$ cat config.mk
export PLATFORM = sky130hd
export DESIGN_NAME = rtc_timekeeping_core
export DESIGN_NICKNAME = d
export VERILOG_FILES = /design/src/rtl/rtc_timekeeping_core.v
export VERILOG_INCLUDE_DIRS = /design/src /design/src/rtl
export SDC_FILE = /design/constraint.sdc
export NUM_CORES = 2
export LEC_CHECK = 0
export ABC_CLOCK_PERIOD_IN_PS = 25900
export BUFFER_PORTS_ARGS = -buffer_cell sky130_fd_sc_hd__buf_4
export CORE_ASPECT_RATIO = 0.75
export CORE_UTILIZATION = 45
export DETAILED_ROUTE_END_ITERATION = 10
export MAX_ROUTING_LAYER = met4
export SLEW_MARGIN = 20
export SYNTH_ARGS = -nofsm -noshare
export SYNTH_HDL_FRONTEND = slang
export SYNTH_SLANG_ARGS = --single-unit
$ cat constraint.sdc
create_clock -name I_REF_CLK -period 25.9 [get_ports I_REF_CLK]
set_input_delay 0 -clock I_REF_CLK [delete_from_list [all_inputs] [get_ports I_REF_CLK]]
set_output_delay 0 -clock I_REF_CLK [all_outputs]
set_load 0.01 [all_outputs]
$ cat src/rtl/rtc_defines.vh
`ifndef RTC_DEFINES_VH
`define RTC_DEFINES_VH

// ==========================================================
// axi register map (byte addresses)
`define AXI_STD_BASE     12'h000
`define AXI_EXT_BASE     12'h004
`define AXI_IO_WIN_SEL   2'b01
`define STD_BASE_RST     8'h70
`define EXT_BASE_RST     8'h72
`define RESP_OKAY        2'b00
`define RESP_SLVERR      2'b10

// ==========================================================
// standard bank indices
`define IDX_SEC          7'h00
`define IDX_SEC_ALM      7'h01
`define IDX_MIN          7'h02
`define IDX_MIN_ALM      7'h03
`define IDX_HOUR         7'h04
`define IDX_HOUR_ALM     7'h05
`define IDX_DOW          7'h06
`define IDX_DATE         7'h07
`define IDX_MONTH        7'h08
`define IDX_YEAR         7'h09
`define IDX_CRA          7'h0A
`define IDX_CRB          7'h0B
`define IDX_CRC          7'h0C
`define IDX_CRD          7'h0D
`define IDX_RAM_FIRST    7'h0E
`define RAM_STD_BYTES    8'h72
`define RAM_BYTES        242
`define RAM_DATE_ALM     8'h00
`define RAM_MONTH_ALM    8'h01

// ==========================================================
// control fields
`define CRA_DIV_MSB      6
`define CRA_DIV_LSB      4
`define CRB_SET          7
`define CRB_PIE          6
`define CRB_AIE          5
`define CRB_UIE          4
`define CRB_DM           2
`define CRB_24H          1
`define CRB_DSE          0
`define CRA_RST          8'h00
`define CRB_RST          8'h02
`define CRD_VALUE        8'h80
`define TIME_RST         56'h00010101000000
`define UNCOND_MATCH     2'b11

// ==========================================================
// slow clock timing
`define SLOW_CLK_HZ      32768
`define DIV_STAGES       15
`define DIV_HALF         15'h4000
`define UIP_LEAD_US      244
`define UIP_LEAD_TICKS   ((`UIP_LEAD_US * `SLOW_CLK_HZ + 999999) / 1000000)

`endif

$ cat src/rtl/rtc_timekeeping_core.v
// Contract
// - fifteen halving stages give one-hertz tick
// - divider_control field selects run, reset, backup
// - codes 01x or 100 start the divider
// - first update 500 ms after activation
// - low four bits pick periodic tap
// - first periodic flag after half period
// - data_format_select picks BCD or binary
// - control_reg_b bit 1 picks 12/24 hour
// - February has 29 days every fourth year
// - daylight saving applied when enabled
// - counters advance regardless of update inhibit
// - setting inhibit snapshots counters into shadow
// - inhibited writes reach only shadow copy
// - clearing inhibit loads shadow between updates
// - index/data pairs at 70h-73h, relocatable
// - 242 bytes RAM via pairs, bytes 0Eh/0Fh double as date/month alarm
// - alarm compare after each update sets flag
// - alarm bits 7:6 = 11 always match
// - update pending bit leads update 244 us while inhibit is clear
`timescale 1ns/1ps
`include "rtc_defines.vh"

module rtc_timekeeping_core #(
    parameter ADDR_W = 12
) (
    input  wire              I_REF_CLK,
    input  wire              I_RESET,
    input  wire              I_SLOW_CLOCK_IN,
    input  wire [ADDR_W-1:0] I_AWADDR,
    input  wire              I_AWVALID,
    output wire              O_AWREADY,
    input  wire [31:0]       I_WDATA,
    input  wire [3:0]        I_WSTRB,
    input  wire              I_WVALID,
    output wire              O_WREADY,
    output wire [1:0]        O_BRESP,
    output wire              O_BVALID,
    input  wire              I_BREADY,
    input  wire [ADDR_W-1:0] I_ARADDR,
    input  wire              I_ARVALID,
    output wire              O_ARREADY,
    output wire [31:0]       O_RDATA,
    output wire [1:0]        O_RRESP,
    output wire              O_RVALID,
    input  wire              I_RREADY,
    output wire              O_IRQ,
    output wire              O_BACKUP_OSC_EN
);

// ==========================================================
// helpers
function [7:0] to_bin;
    input [7:0] v;
    input       bcd;
    begin
        to_bin = bcd ? ({4'h0, v[7:4]} * 8'd10 + {4'h0, v[3:0]}) : v;
    end
endfunction

function [7:0] from_bin;
    input [7:0] b;
    input       bcd;
    reg   [7:0] q;
    reg   [7:0] r;
    begin
        q = b / 8'd10;
        r = b - q * 8'd10;
        from_bin = bcd ? {q[3:0], r[3:0]} : b;
    end
endfunction

function [7:0] hr_bin;
    input [7:0] h;
    input       bcd;
    input       m24;
    reg   [7:0] t;
    begin
        t = to_bin({1'b0, h[6:0]}, bcd);
        if (m24)
            hr_bin = to_bin(h, bcd);
        else
            hr_bin = ((t == 8'd12) ? 8'd0 : t) + (h[7] ? 8'd12 : 8'd0);
    end
endfunction

function [7:0] hr_pack;
    input [7:0] b;
    input       bcd;
    input       m24;
    reg   [7:0] t;
    reg   [7:0] f;
    begin
        t = (b >= 8'd12) ? b - 8'd12 : b;
        if (t == 8'd0)
            t = 8'd12;
        f = from_bin(t, bcd);
        hr_pack = m24 ? from_bin(b, bcd) : {(b >= 8'd12), f[6:0]};
    end
endfunction

function alm_match;
    input [7:0] a;
    input [7:0] t;
    begin
        alm_match = (a[7:6] == `UNCOND_MATCH) || (a == t);
    end
endfunction

// ==========================================================
// state
reg  [7:0]  ram [0:`RAM_BYTES-1];
reg  [55:0] tm_q;
reg  [55:0] sh_q;
reg  [23:0] alm_q;
reg  [7:0]  cra_q;
reg  [7:0]  crb_q;
reg  [7:0]  std_base_q;
reg  [7:0]  ext_base_q;
reg  [6:0]  std_idx_q;
reg  [6:0]  ext_idx_q;
reg  [14:0] div_q;
reg         run_q;
reg         sc_q;
reg         uip_q;
reg         upd_done_q;
reg         load_pend_q;
reg         dst_back_q;
reg         pf_q;
reg         af_q;
reg         uf_q;
reg         interrupt_request_flag_q;
reg         osc_en_q;
reg         awready_q;
reg         wready_q;
reg         bvalid_q;
reg  [1:0]  bresp_q;
reg         arready_q;
reg         rvalid_q;
reg  [1:0]  rresp_q;
reg  [31:0] rdata_q;
reg  [ADDR_W-1:0] awaddr_q;
reg  [7:0]  wdata_q;
reg         wlane_q;

wire        bcd     = ~crb_q[`CRB_DM];
wire        m24     = crb_q[`CRB_24H];
wire        set_b   = crb_q[`CRB_SET];
wire [2:0]  dv      = cra_q[`CRA_DIV_MSB:`CRA_DIV_LSB];
wire        normal  = (dv[2:1] == 2'b01) || (dv == 3'b100);
wire        sc_rise = I_SLOW_CLOCK_IN & ~sc_q;
wire [14:0] div_inc = div_q + 15'h0001;
wire        tick    = run_q & normal & sc_rise;
wire        upd     = tick & (div_q == 15'h7FFF);
wire [55:0] vis     = set_b ? sh_q : tm_q;

// ==========================================================
// periodic tap select
reg  [3:0]  tap_e;
reg  [14:0] tap_mask;
reg  [14:0] tap_half;
always @* begin
    tap_e    = (cra_q[3:0] < 4'h3) ? 4'h9 - cra_q[3:0] : cra_q[3:0] - 4'h1;
    tap_mask = (15'h0001 << tap_e) - 15'h0001;
    tap_half = 15'h0001 << (tap_e - 4'h1);
end
wire pf_hit = tick & (cra_q[3:0] != 4'h0) & ((div_inc & tap_mask) == tap_half);

// ==========================================================
// next second of the calendar
reg  [7:0]  s, m, h, dw, d, mo, y, dim;
reg         dst_fire;
reg  [55:0] nx;
always @* begin
    s  = to_bin(tm_q[7:0], bcd) + 8'd1;
    m  = to_bin(tm_q[15:8], bcd);
    h  = hr_bin(tm_q[23:16], bcd, m24);
    dw = to_bin(tm_q[31:24], bcd);
    d  = to_bin(tm_q[39:32], bcd);
    mo = to_bin(tm_q[47:40], bcd);
    y  = to_bin(tm_q[55:48], bcd);
    dst_fire = 1'b0;
    if (mo == 8'd2)
        dim = (y[1:0] == 2'b00) ? 8'd29 : 8'd28;
    else if (mo == 8'd4 || mo == 8'd6 || mo == 8'd9 || mo == 8'd11)
        dim = 8'd30;
    else
        dim = 8'd31;
    if (s == 8'd60) begin
        s = 8'd0;
        m = m + 8'd1;
        if (m == 8'd60) begin
            m = 8'd0;
            h = h + 8'd1;
            if (crb_q[`CRB_DSE] && dw == 8'd1 && h == 8'd2) begin
                if (mo == 8'd4 && d <= 8'd7)
                    h = 8'd3;
                else if (mo == 8'd10 && d >= 8'd25 && !dst_back_q) begin
                    h = 8'd1;
                    dst_fire = 1'b1;
                end
            end
            if (h == 8'd24) begin
                h  = 8'd0;
                dw = (dw == 8'd7) ? 8'd1 : dw + 8'd1;
                d  = d + 8'd1;
                if (d > dim) begin
                    d  = 8'd1;
                    mo = mo + 8'd1;
                    if (mo == 8'd13) begin
                        mo = 8'd1;
                        y  = (y == 8'd99) ? 8'd0 : y + 8'd1;
                    end
                end
            end
        end
    end
    nx = {from_bin(y, bcd), from_bin(mo, bcd), from_bin(d, bcd), from_bin(dw, bcd),
          hr_pack(h, bcd, m24), from_bin(m, bcd), from_bin(s, bcd)};
end

// ==========================================================
// host port decode
wire [7:0] ar_port = I_ARADDR[9:2];
wire [7:0] aw_port = awaddr_q[9:2];
wire       ar_io   = I_ARADDR[11:10] == `AXI_IO_WIN_SEL;
wire       aw_io   = awaddr_q[11:10] == `AXI_IO_WIN_SEL;
wire       do_rd   = arready_q & I_ARVALID;
wire       do_wr   = ~awready_q & ~wready_q & ~bvalid_q;

reg  [7:0] sbyte;
reg  [7:0] rd_byte;
reg        rd_ok;
reg        rd_crc;
always @* begin
    case (std_idx_q)
        `IDX_SEC:      sbyte = vis[7:0];
        `IDX_SEC_ALM:  sbyte = alm_q[7:0];
        `IDX_MIN:      sbyte = vis[15:8];
        `IDX_MIN_ALM:  sbyte = alm_q[15:8];
        `IDX_HOUR:     sbyte = vis[23:16];
        `IDX_HOUR_ALM: sbyte = alm_q[23:16];
        `IDX_DOW:      sbyte = vis[31:24];
        `IDX_DATE:     sbyte = vis[39:32];
        `IDX_MONTH:    sbyte = vis[47:40];
        `IDX_YEAR:     sbyte = vis[55:48];
        `IDX_CRA:      sbyte = {uip_q, cra_q[6:0]};
        `IDX_CRB:      sbyte = crb_q;
        `IDX_CRC:      sbyte = {interrupt_request_flag_q, pf_q, af_q, uf_q, 4'h0};
        `IDX_CRD:      sbyte = `CRD_VALUE;
        default:       sbyte = ram[{1'b0, std_idx_q} - {1'b0, `IDX_RAM_FIRST}];
    endcase
    rd_ok   = 1'b1;
    rd_crc  = 1'b0;
    rd_byte = 8'hFF;
    if (ar_io) begin
        if (ar_port == std_base_q)
            rd_byte = {1'b0, std_idx_q};
        else if (ar_port == (std_base_q | 8'h01)) begin
            rd_byte = sbyte;
            rd_crc  = (std_idx_q == `IDX_CRC);
        end else if (ar_port == ext_base_q)
            rd_byte = {1'b0, ext_idx_q};
        else if (ar_port == (ext_base_q | 8'h01))
            rd_byte = ram[`RAM_STD_BYTES + {1'b0, ext_idx_q}];
    end else if (I_ARADDR == `AXI_STD_BASE)
        rd_byte = std_base_q;
    else if (I_ARADDR == `AXI_EXT_BASE)
        rd_byte = ext_base_q;
    else begin
        rd_ok   = 1'b0;
        rd_byte = 8'h00;
    end
end

wire wr_map   = aw_io | (awaddr_q == `AXI_STD_BASE) | (awaddr_q == `AXI_EXT_BASE);
wire wr_go    = do_wr & wlane_q & aw_io;
wire wr_sdata = wr_go & (aw_port == (std_base_q | 8'h01));
wire wr_edata = wr_go & (aw_port == (ext_base_q | 8'h01));
wire wr_time  = wr_sdata & ((std_idx_q <= `IDX_YEAR) & ~std_idx_q[0] |
                            (std_idx_q == `IDX_DATE) | (std_idx_q == `IDX_YEAR));
wire wr_crb   = wr_sdata & (std_idx_q == `IDX_CRB);
wire [2:0] tslot = (std_idx_q == `IDX_DATE)  ? 3'd4 : (std_idx_q == `IDX_MONTH) ? 3'd5 :
                   (std_idx_q == `IDX_YEAR)  ? 3'd6 : std_idx_q[3:1];
wire crc_clr  = do_rd & rd_crc;

// ==========================================================
// ram and alarm bytes
always @(posedge I_REF_CLK) begin
    if (wr_sdata && std_idx_q >= `IDX_RAM_FIRST)
        ram[{1'b0, std_idx_q} - {1'b0, `IDX_RAM_FIRST}] <= wdata_q;
    if (wr_edata)
        ram[`RAM_STD_BYTES + {1'b0, ext_idx_q}] <= wdata_q;
end

// ==========================================================
// timekeeping and host registers
always @(posedge I_REF_CLK or posedge I_RESET) begin
    if (I_RESET) begin
        tm_q        <= `TIME_RST;
        sh_q        <= `TIME_RST;
        alm_q       <= 24'h000000;
        cra_q       <= `CRA_RST;
        crb_q       <= `CRB_RST;
        std_base_q  <= `STD_BASE_RST;
        ext_base_q  <= `EXT_BASE_RST;
        std_idx_q   <= 7'h00;
        ext_idx_q   <= 7'h00;
        div_q       <= 15'h0000;
        run_q       <= 1'b0;
        sc_q        <= 1'b0;
        uip_q       <= 1'b0;
        upd_done_q  <= 1'b0;
        load_pend_q <= 1'b0;
        dst_back_q  <= 1'b0;
        pf_q        <= 1'b0;
        af_q        <= 1'b0;
        uf_q        <= 1'b0;
        interrupt_request_flag_q      <= 1'b0;
        osc_en_q    <= 1'b0;
    end else begin
        sc_q     <= I_SLOW_CLOCK_IN;
        run_q    <= normal;
        osc_en_q <= (dv != 3'b000);
        if (!normal)
            div_q <= 15'h0000;
        else if (!run_q)
            div_q <= `DIV_HALF;
        else if (sc_rise)
            div_q <= div_inc;
        uip_q      <= normal & ~set_b & (div_q >= 15'h7FFF - `UIP_LEAD_TICKS + 15'h0001);
        upd_done_q <= upd;
        if (upd) begin
            tm_q <= nx;
            if (dst_fire)
                dst_back_q <= 1'b1;
            else if (nx[47:40] != from_bin(8'd10, bcd))
                dst_back_q <= 1'b0;
        end else if (load_pend_q && !uip_q) begin
            tm_q        <= sh_q;
            load_pend_q <= 1'b0;
        end
        if (wr_time) begin
            if (set_b)
                sh_q[8*tslot +: 8] <= wdata_q;
            else
                tm_q[8*tslot +: 8] <= wdata_q;
        end
        if (wr_sdata && std_idx_q[0] && std_idx_q <= `IDX_HOUR_ALM)
            alm_q[8*std_idx_q[2:1] +: 8] <= wdata_q;
        if (wr_sdata && std_idx_q == `IDX_CRA)
            cra_q <= {1'b0, wdata_q[6:0]};
        if (wr_crb) begin
            crb_q <= wdata_q;
            if (wdata_q[`CRB_SET] && !set_b)
                sh_q <= tm_q;
            if (!wdata_q[`CRB_SET] && set_b)
                load_pend_q <= 1'b1;
        end
        if (wr_go && aw_port == std_base_q)
            std_idx_q <= wdata_q[6:0];
        if (wr_go && aw_port == ext_base_q)
            ext_idx_q <= wdata_q[6:0];
        if (do_wr && wlane_q && awaddr_q == `AXI_STD_BASE)
            std_base_q <= {wdata_q[7:1], 1'b0};
        if (do_wr && wlane_q && awaddr_q == `AXI_EXT_BASE)
            ext_base_q <= {wdata_q[7:1], 1'b0};
        pf_q <= pf_hit | (pf_q & ~crc_clr);
        uf_q <= upd_done_q | (uf_q & ~crc_clr);
        af_q <= (upd_done_q & alm_match(alm_q[7:0], tm_q[7:0])
                 & alm_match(alm_q[15:8], tm_q[15:8])
                 & alm_match(alm_q[23:16], tm_q[23:16])
                 & alm_match(ram[`RAM_DATE_ALM], tm_q[39:32])
                 & alm_match(ram[`RAM_MONTH_ALM], tm_q[47:40]))
                | (af_q & ~crc_clr);
        interrupt_request_flag_q <= (pf_q & crb_q[`CRB_PIE]) | (af_q & crb_q[`CRB_AIE])
                | (uf_q & crb_q[`CRB_UIE]);
    end
end

// ==========================================================
// axi4-lite slave handshakes
always @(posedge I_REF_CLK or posedge I_RESET) begin
    if (I_RESET) begin
        awready_q <= 1'b1;
        wready_q  <= 1'b1;
        bvalid_q  <= 1'b0;
        bresp_q   <= `RESP_OKAY;
        arready_q <= 1'b1;
        rvalid_q  <= 1'b0;
        rresp_q   <= `RESP_OKAY;
        rdata_q   <= 32'h00000000;
        awaddr_q  <= {ADDR_W{1'b0}};
        wdata_q   <= 8'h00;
        wlane_q   <= 1'b0;
    end else begin
        if (awready_q && I_AWVALID) begin
            awaddr_q  <= {I_AWADDR[ADDR_W-1:2], 2'b00};
            awready_q <= 1'b0;
        end
        if (wready_q && I_WVALID) begin
            wdata_q  <= I_WDATA[7:0];
            wlane_q  <= I_WSTRB[0];
            wready_q <= 1'b0;
        end
        if (do_wr) begin
            bvalid_q <= 1'b1;
            bresp_q  <= wr_map ? `RESP_OKAY : `RESP_SLVERR;
        end
        if (bvalid_q && I_BREADY) begin
            bvalid_q  <= 1'b0;
            awready_q <= 1'b1;
            wready_q  <= 1'b1;
        end
        if (do_rd) begin
            arready_q <= 1'b0;
            rvalid_q  <= 1'b1;
            rdata_q   <= {24'h000000, rd_byte};
            rresp_q   <= rd_ok ? `RESP_OKAY : `RESP_SLVERR;
        end
        if (rvalid_q && I_RREADY) begin
            rvalid_q  <= 1'b0;
            arready_q <= 1'b1;
        end
    end
end

assign O_AWREADY       = awready_q;
assign O_WREADY        = wready_q;
assign O_BVALID        = bvalid_q;
assign O_BRESP         = bresp_q;
assign O_ARREADY       = arready_q;
assign O_RVALID        = rvalid_q;
assign O_RDATA         = rdata_q;
assign O_RRESP         = rresp_q;
assign O_IRQ           = interrupt_request_flag_q;
assign O_BACKUP_OSC_EN = osc_en_q;

endmodule // rtc_timekeeping_core

# After elaboration in Yosys (flattened, before gate mapping)
# Memories as Yosys holds them, arrays and structs flattened.
# Cells that the tools add are included.
# totals
output_inout_bits,43
elab_cells,372
ff_bits,241
ramBits,1936
mem_count,1
# classes
n_reduce_logical,47
magnitude_cmp,9
multipliers,16
bitwise_logic,47
n_div,8
muxes,116
add_sub_neg,34
n_eq_ne,56
shifts,6
# memory_table
memory,depth,word_bits,read_ports,rd_clocked_by_memory_dff,write_ports,line_no,rtl
ram,242,8,4,0,2,rtc_timekeeping_core.v:112,reg [7:0] ram [0:`RAM_BYTES-1];
# ops
operator,count
56-bit two-way mux,9
8-bit two-way mux,57
56-bit bitwise mux,2
8-bit case mux with 14 select lines,1
8-bit equality test,13
8-bit by 4-bit adder with 8-bit output,8
"8-bit by 4-bit divider with 8-bit output, second input constant",8
"8-bit by 3-bit multiplier with 3-bit output, second input constant",8
"8-bit by 1-bit adder with 8-bit output, second input constant",7
"8-bit by 34-bit variable shift with 56-bit output, first input constant",1
8-bit by 34-bit indexed part select with 56-bit output,1
"4-bit by 3-bit multiplier with 7-bit output, second input constant",7
15-bit two-way mux,3
"7-bit by 4-bit equality test with 1-bit output, second input constant",6
"8-bit by 4-bit equality test with 1-bit output, second input constant",5
5-bit negation with 34-bit output,1
6-bit negation with 34-bit output,1
"8-bit by 34-bit variable shift with 24-bit output, first input constant",1
8-bit by 34-bit indexed part select with 24-bit output,1
1-bit two-way mux,33
4-bit subtractor,8
1-bit bitwise AND,30
"1-bit by 4-bit << shifter with 15-bit output, first input constant",2
"7-bit by 3-bit equality test with 1-bit output, second input constant",4
55 further kinds,122

# Longest topological paths before layout
# depth
depth_word,30
depth_mapped,62

# Least setup slack after synthesis
# Ideal clock, no wire load.
# synth_timing
kind,register to register
startpoint,register crb_q[2]
endpoint,register tm_q[18]
arrival_time_ps,11966
slack_ps,13839
period_less_slack_ps,12061
t_required_ps,25805
path_stages_with_launch,56
cell_sequence,dfrtp_1 buf_6 buf_6 buf_6 buf_6 buf_2 buf_2 buf_2 clkbuf_1 clkbuf_1 buf_1 a21oi_1 or4_1 or4_1 nor2_1 nor2_1 ha_1 fa_1 [20 not listed] ha_1 and2_4 a32o_1 o221ai_1 a31oi_1 or4_4 or2_2 inv_1 ha_1 nand2_1 or3b_1 nand3_2 ha_1 fa_1 mux4_2 nor2_1 o21ai_0 o21ai_0
# synth_via
elab_chain_cells,28
elab_cells_between_ends,54
classes_between,7 x add/sub; 2 x mul; 2 x div; 3 x order compare; 8 x eq/ne; 26 x mux; 6 x reduce/logical
# synth_rtl
item,line_no,rtl
start: declaration,rtc_timekeeping_core.v:117,reg [7:0] crb_q;
start signal: assignment,rtc_timekeeping_core.v:304,crb_q <= `CRB_RST;
start signal: assignment,rtc_timekeeping_core.v:354,crb_q <= wdata_q;
8-bit two-way mux,rtc_timekeeping_core.v:57,"to_bin = bcd ? ({4'h0, v[7:4]} * 8'd10 + {4'h0, v[3:0]}) : v;"
8-bit by 4-bit equality test with 1-bit output,rtc_timekeeping_core.v:83,hr_bin = ((t == 8'd12) ? 8'd0 : t) + (h[7] ? 8'd12 : 8'd0);
8-bit two-way mux,rtc_timekeeping_core.v:83,
8-bit by 4-bit adder with 8-bit output,rtc_timekeeping_core.v:83,
8-bit two-way mux,rtc_timekeeping_core.v:80,if (m24)
8-bit by 1-bit adder with 8-bit output,rtc_timekeeping_core.v:194,h = h + 8'd1;
8-bit by 2-bit equality test with 1-bit output or 8-bit two-way mux (tied branches),"rtc_timekeeping_core.v:195, rtc_timekeeping_core.v:198",
1-bit logical AND or 8-bit two-way mux (tied branches),"rtc_timekeeping_core.v:195, rtc_timekeeping_core.v:196",
[12 not listed],-,
8-bit by 3-bit multiplier with 3-bit output,rtc_timekeeping_core.v:68,r = b - q * 8'd10;
4-bit subtractor,rtc_timekeeping_core.v:68,
7-bit two-way mux,rtc_timekeeping_core.v:69,"from_bin = bcd ? {q[3:0], r[3:0]} : b;"
8-bit two-way mux (*),rtc_timekeeping_core.v:98,"hr_pack = m24 ? from_bin(b, bcd) : {(b >= 8'd12), f[6:0]};"
56-bit two-way mux (*),rtc_timekeeping_core.v:333,if (upd) begin
56-bit bitwise mux,rtc_timekeeping_core.v:347,tm_q[8*tslot +: 8] <= wdata_q;
56-bit two-way mux,rtc_timekeeping_core.v:344,if (set_b)
56-bit two-way mux (*),rtc_timekeeping_core.v:343,if (wr_time) begin
end signal: assignment,rtc_timekeeping_core.v:334,tm_q <= nx;
end signal: assignment,rtc_timekeeping_core.v:340,tm_q <= sh_q;
end signal: indexed assignment,rtc_timekeeping_core.v:347,
end: declaration,rtc_timekeeping_core.v:113,reg [55:0] tm_q;
# Every way passes the cells marked *; elsewhere a longest branch is shown, timed or not. The select of a mux whose other input is x is not followed.
# A chain may end at the register's enable or synchronous reset.

# Worst setup path after layout
# layout_timing
startpoint,register tm_q[22]
endpoint,register tm_q[18]
# layout_via
elab_chain_cells,30
elab_cells_between_ends,40
classes_between,7 x add/sub; 4 x mul; 2 x div; 1 x order compare; 3 x eq/ne; 21 x mux; 2 x reduce/logical
# layout_rtl
item,line_no,rtl
start signal: assignment,rtc_timekeeping_core.v:300,tm_q <= `TIME_RST;
start signal: assignment,rtc_timekeeping_core.v:334,
start signal: assignment,rtc_timekeeping_core.v:340,
3-bit by 3-bit multiplier with 6-bit output,rtc_timekeeping_core.v:57,
7-bit by 4-bit adder with 8-bit output,rtc_timekeeping_core.v:57,
8-bit two-way mux,rtc_timekeeping_core.v:57,
8-bit by 4-bit equality test with 1-bit output,rtc_timekeeping_core.v:83,
8-bit two-way mux,rtc_timekeeping_core.v:83,
8-bit by 4-bit adder with 8-bit output,rtc_timekeeping_core.v:83,
8-bit two-way mux (*),rtc_timekeeping_core.v:80,
8-bit by 1-bit adder with 8-bit output,rtc_timekeeping_core.v:194,
[14 not listed],-,
8-bit by 3-bit multiplier with 3-bit output,rtc_timekeeping_core.v:68,
4-bit subtractor,rtc_timekeeping_core.v:68,
7-bit two-way mux,rtc_timekeeping_core.v:69,
8-bit two-way mux (*),rtc_timekeeping_core.v:98,
56-bit two-way mux (*),rtc_timekeeping_core.v:333,
56-bit bitwise mux,rtc_timekeeping_core.v:347,
56-bit two-way mux,rtc_timekeeping_core.v:344,
56-bit two-way mux (*),rtc_timekeeping_core.v:343,
# Marks and branches as above.

==> impl_results.md <==
* Status: completed
* Fmax at 73.9 MHz
* Power per standard cell area at around 74 mW/mm^2
* Row count at between 150 and 200
* Internal power at 6390 uW
* Worst Path Required at 26.64 ns
* Fraction of registers with async set/reset at 0.110
* Synthesized area per cell at roughly 16 sq um
* Final net count at approximately 7000
* Part of the power in registers at 0.513
* Tmin final at 13.54 ns
* CP max FO at 12
* Worst Skew at 0.0976 ns
* Crit path max-delay family: simple AND/OR/NAND/NOR gates
* Final TNS setup at 0 ns
* Reg2Reg Setup Slack at 12.36 ns
* Clk Latency, worst-skew pair at just over 0.9 ns
* Predominant post-synthesis flop cell: edfxtp_1
* CTS H-Tree Depth at 4
* Area delta synth->final at 10.8%
* Port Buf Inserts at 55
* 1st-pass router iterations at 9
* RSZ-0062 raised after global routing: no
* Post-CTS setup buffers at 0
* WL/cell at 30.4 um
* Final slew viol count at 0
* Sequential element share of the synthesized area at 0.602
* Full die area at 0.239 sq mm
* Max_cap viols at 0
* P_leak at 0.0375 uW
* Final Setup Violations at 0
* Routed Antenna Nets at 0
* Logic pwr share at 0.132
* Max stage delay cell, worst path: dfrtp_1
* Post-Synthesis Cell Area at 0.107 sq mm
* Hold Vio Cnt, Final at 0
* Post-synthesis cell count at around 6800
* First-pass GRT wire length at approximately 450000 um
* Clock power share at 0.355
* CTS tree: built
* Synth warn at 0
* Vias in the first global route at 63500
* Largest net degree at the start of global routing at 203
* Crit Path Category: flop to flop
* CTS root buf: clkbuf_16
* Relative slew slack at 0.144
* Pwr Total at 8720 uW
* Final period util at 0.523
* Sw frac at 0.267
* Remaining Overflow, GRT at 0
* Vias at 65800
* Bufs on Longest Clock Path at 4
* Worst path most repeated cell: ha_1
* Share of cells above drive strength 1 at 0.235
* Maximum VDD drop at around 0.10 mV
* CP Capture Type: flop
* Die height at 423 um
* GPL Wtd Cong at slightly above 0.9
* Critical Path AT at 14.28 ns
* Hpwl dp at 197000 um
* Die Width at 564 um
* Antenna violations before repair at 16
* DRT iter0 DRCs at between 9000 and 10000
* Post-synth EDFFs at 1936
* Highest cell delay on the worst timing path at 0.74 ns
* Residual DRC at 0
* Initial Util at 0.453
* Global-route usage over all layers at 0.264
* P_sw at roughly 2300 uW
* WP buf/inv at 4
* Detailed Route WL at roughly 310000 um
* CTS Buf Count at 213
* Clock-pin slew on the worst setup and hold paths at 0.06 ns
* Synthesis-stage register bit count at 2175
* Actual slew at the worst max-slew pin at between 1 and 1.5 ns
* Ports at 111
* Cell variety after synth at 112
* Resized Gates After CTS at 0
* Min-Delay Path Class: primary input to flop
* TritonCTS Sinks at 2175
* Vias per cell at approximately 6.5
* Core Region at 0.235 sq mm
* CP startpoint kind: flop
metal layers:
| layer | track usage | routed length (um) |
|---|---|---|
| met4 | 0.0595 | 7470 |
| met3 | 0.0616 | 32700 |
| met2 | 0.360 | 131000 |
| met5 | - | 0 |
| met1 | 0.401 | 136000 |
cell type report:
type | instances | area [sq um]
antenna | 12 | 30.0
fill | 19400 | 117000
tap | 3120 | 3900
inverter | 82 | 315
sequential | 2175 | 64200
clock inverter | 126 | 1200
clock buffer | 257 | 5590
timing repair buffer | 255 | 2220
multi-input combinational | 4100 | 40600
tightest hold or removal path, delay by kind of cell:
kind                   cells  cell delay [ns]
AOI/OAI and AO/OA          2             0.31
and+or+nand+nor            1             0.48
buffers and inverters      1             0.09
kinds of logic after synthesis:
logic type / Yosys count / synth area share
AO/OA/AOI/OAI: 1003 / 0.0617
XOR/XNOR: 227 / 0.0187
adder cells (fa/ha/maj): 142 / 0.0182
buffers and inverters: 538 / 0.0208
flip-flops: 2175 / 0.602
multiplexers: 1096 / 0.211
other: 1 / 0.0000352
AND/OR/NAND/NOR: 1606 / 0.0682
power by group through the flow:
stage	registers [uW]	clock network, uW	logic (uW)
5_1_grt	4480	3260	1220
2_1_floorplan	4760	0	436
4_1_cts	4470	3130	1140
6_report	4470	3090	1150
3_3_place_gp	4530	0	1090
3_5_place_dp	4540	0	1140
per-stage QoR:
| stage | worst slack, ns | cell area, sq um | hold slack (ns) | instances | utilization |
|---|---|---|---|---|---|
| finish | 12.36 | 118000 | 0.101 | 10100 | 0.502 |
| global route | 11.60 | 118000 | 0.101 | 10100 | 0.502 |
| CTS | 12.55 | 118000 | 0.0183 | 10100 | 0.502 |
| detailed placement | 12.60 | 110000 | 0.129 | 9666 | 0.470 |
| global placement | 12.83 | 110000 | 0.128 | 9666 | 0.470 |
| floorplan | 13.84 | 107000 | 0.0314 | 6813 | - |
path summary, 6_finish.rpt:
path                               from      endpoint  cells after the start
max                            tm_q[22]      tm_q[18]                     47
min                        I_ARADDR[11]    O_RDATA[4]                      4
max reg2reg                    tm_q[22]      tm_q[18]                     47
min reg2reg                       run_q     div_q[14]                      1
max in group asynchronous       I_RESET  std_idx_q[1]                      5
min in group asynchronous       I_RESET    O_RRESP[1]                      4
layout by cell type, fill, tap and decap left out, types with 58 or more instances in the layout:
| master | n |
|---|---|
| edfxtp_1 | 1936 |
| mux4_2 | 906 |
| nor2_1 | 543 |
| nand2_1 | 508 |
| a21oi_1 | 306 |
| clkbuf_16 | 214 |
| dfrtp_1 | 208 |
| o21ai_0 | 206 |
| buf_4 | 176 |
| nand3_1 | 135 |
| xnor2_1 | 131 |
| ha_1 | 115 |
| mux2_2 | 104 |
| mux2i_1 | 86 |
| nor3_1 | 84 |
| xor2_1 | 84 |
| inv_1 | 77 |
| dlygate4sd3_1 | 65 |
| a31oi_1 | 58 |
sequential cells by signal, indices dropped and copies added, names as in the netlist, 7 cells and up:
register / cells
wdata_q: 8
crb_q: 8
ram: 1936
div_q: 15
std_idx_q: 7
O_RDATA: 8
tm_q: 56
cra_q: 7
alm_q: 24
ext_base_q: 7
sh_q: 56
awaddr_q: 10
ext_idx_q: 7
std_base_q: 7
Yosys cell counts, types with 50 or more instances:
| cell | number | area, sq um |
|---|---|---|
| a31oi_1 | 58 | 363 |
| mux4_2 | 906 | 20400 |
| o21ai_0 | 206 | 1030 |
| nor4_1 | 50 | 313 |
| buf_1 | 108 | 405 |
| nand2_1 | 508 | 1910 |
| dfrtp_1 | 222 | 5560 |
| nor2_1 | 566 | 2120 |
| mux2i_1 | 86 | 861 |
| nor3_1 | 86 | 430 |
| edfxtp_1 | 1936 | 58100 |
| xor2_1 | 89 | 780 |
| xnor2_1 | 137 | 1200 |
| ha_1 | 117 | 1460 |
| nand4_1 | 50 | 313 |
| mux2_2 | 104 | 1170 |
| inv_1 | 78 | 293 |
| nand3_1 | 137 | 686 |
| clkbuf_1 | 294 | 1100 |
| a21oi_1 | 306 | 1530 |
what timing repair did:
| item | CTS | global route |
|---|---|---|
| hold endpoints to repair | 149 | 0 |
| endpoints found under the setup margin | 0 | 0 |
| hold buffers | 65 | 0 |
(Power assumes the default switching activity.)
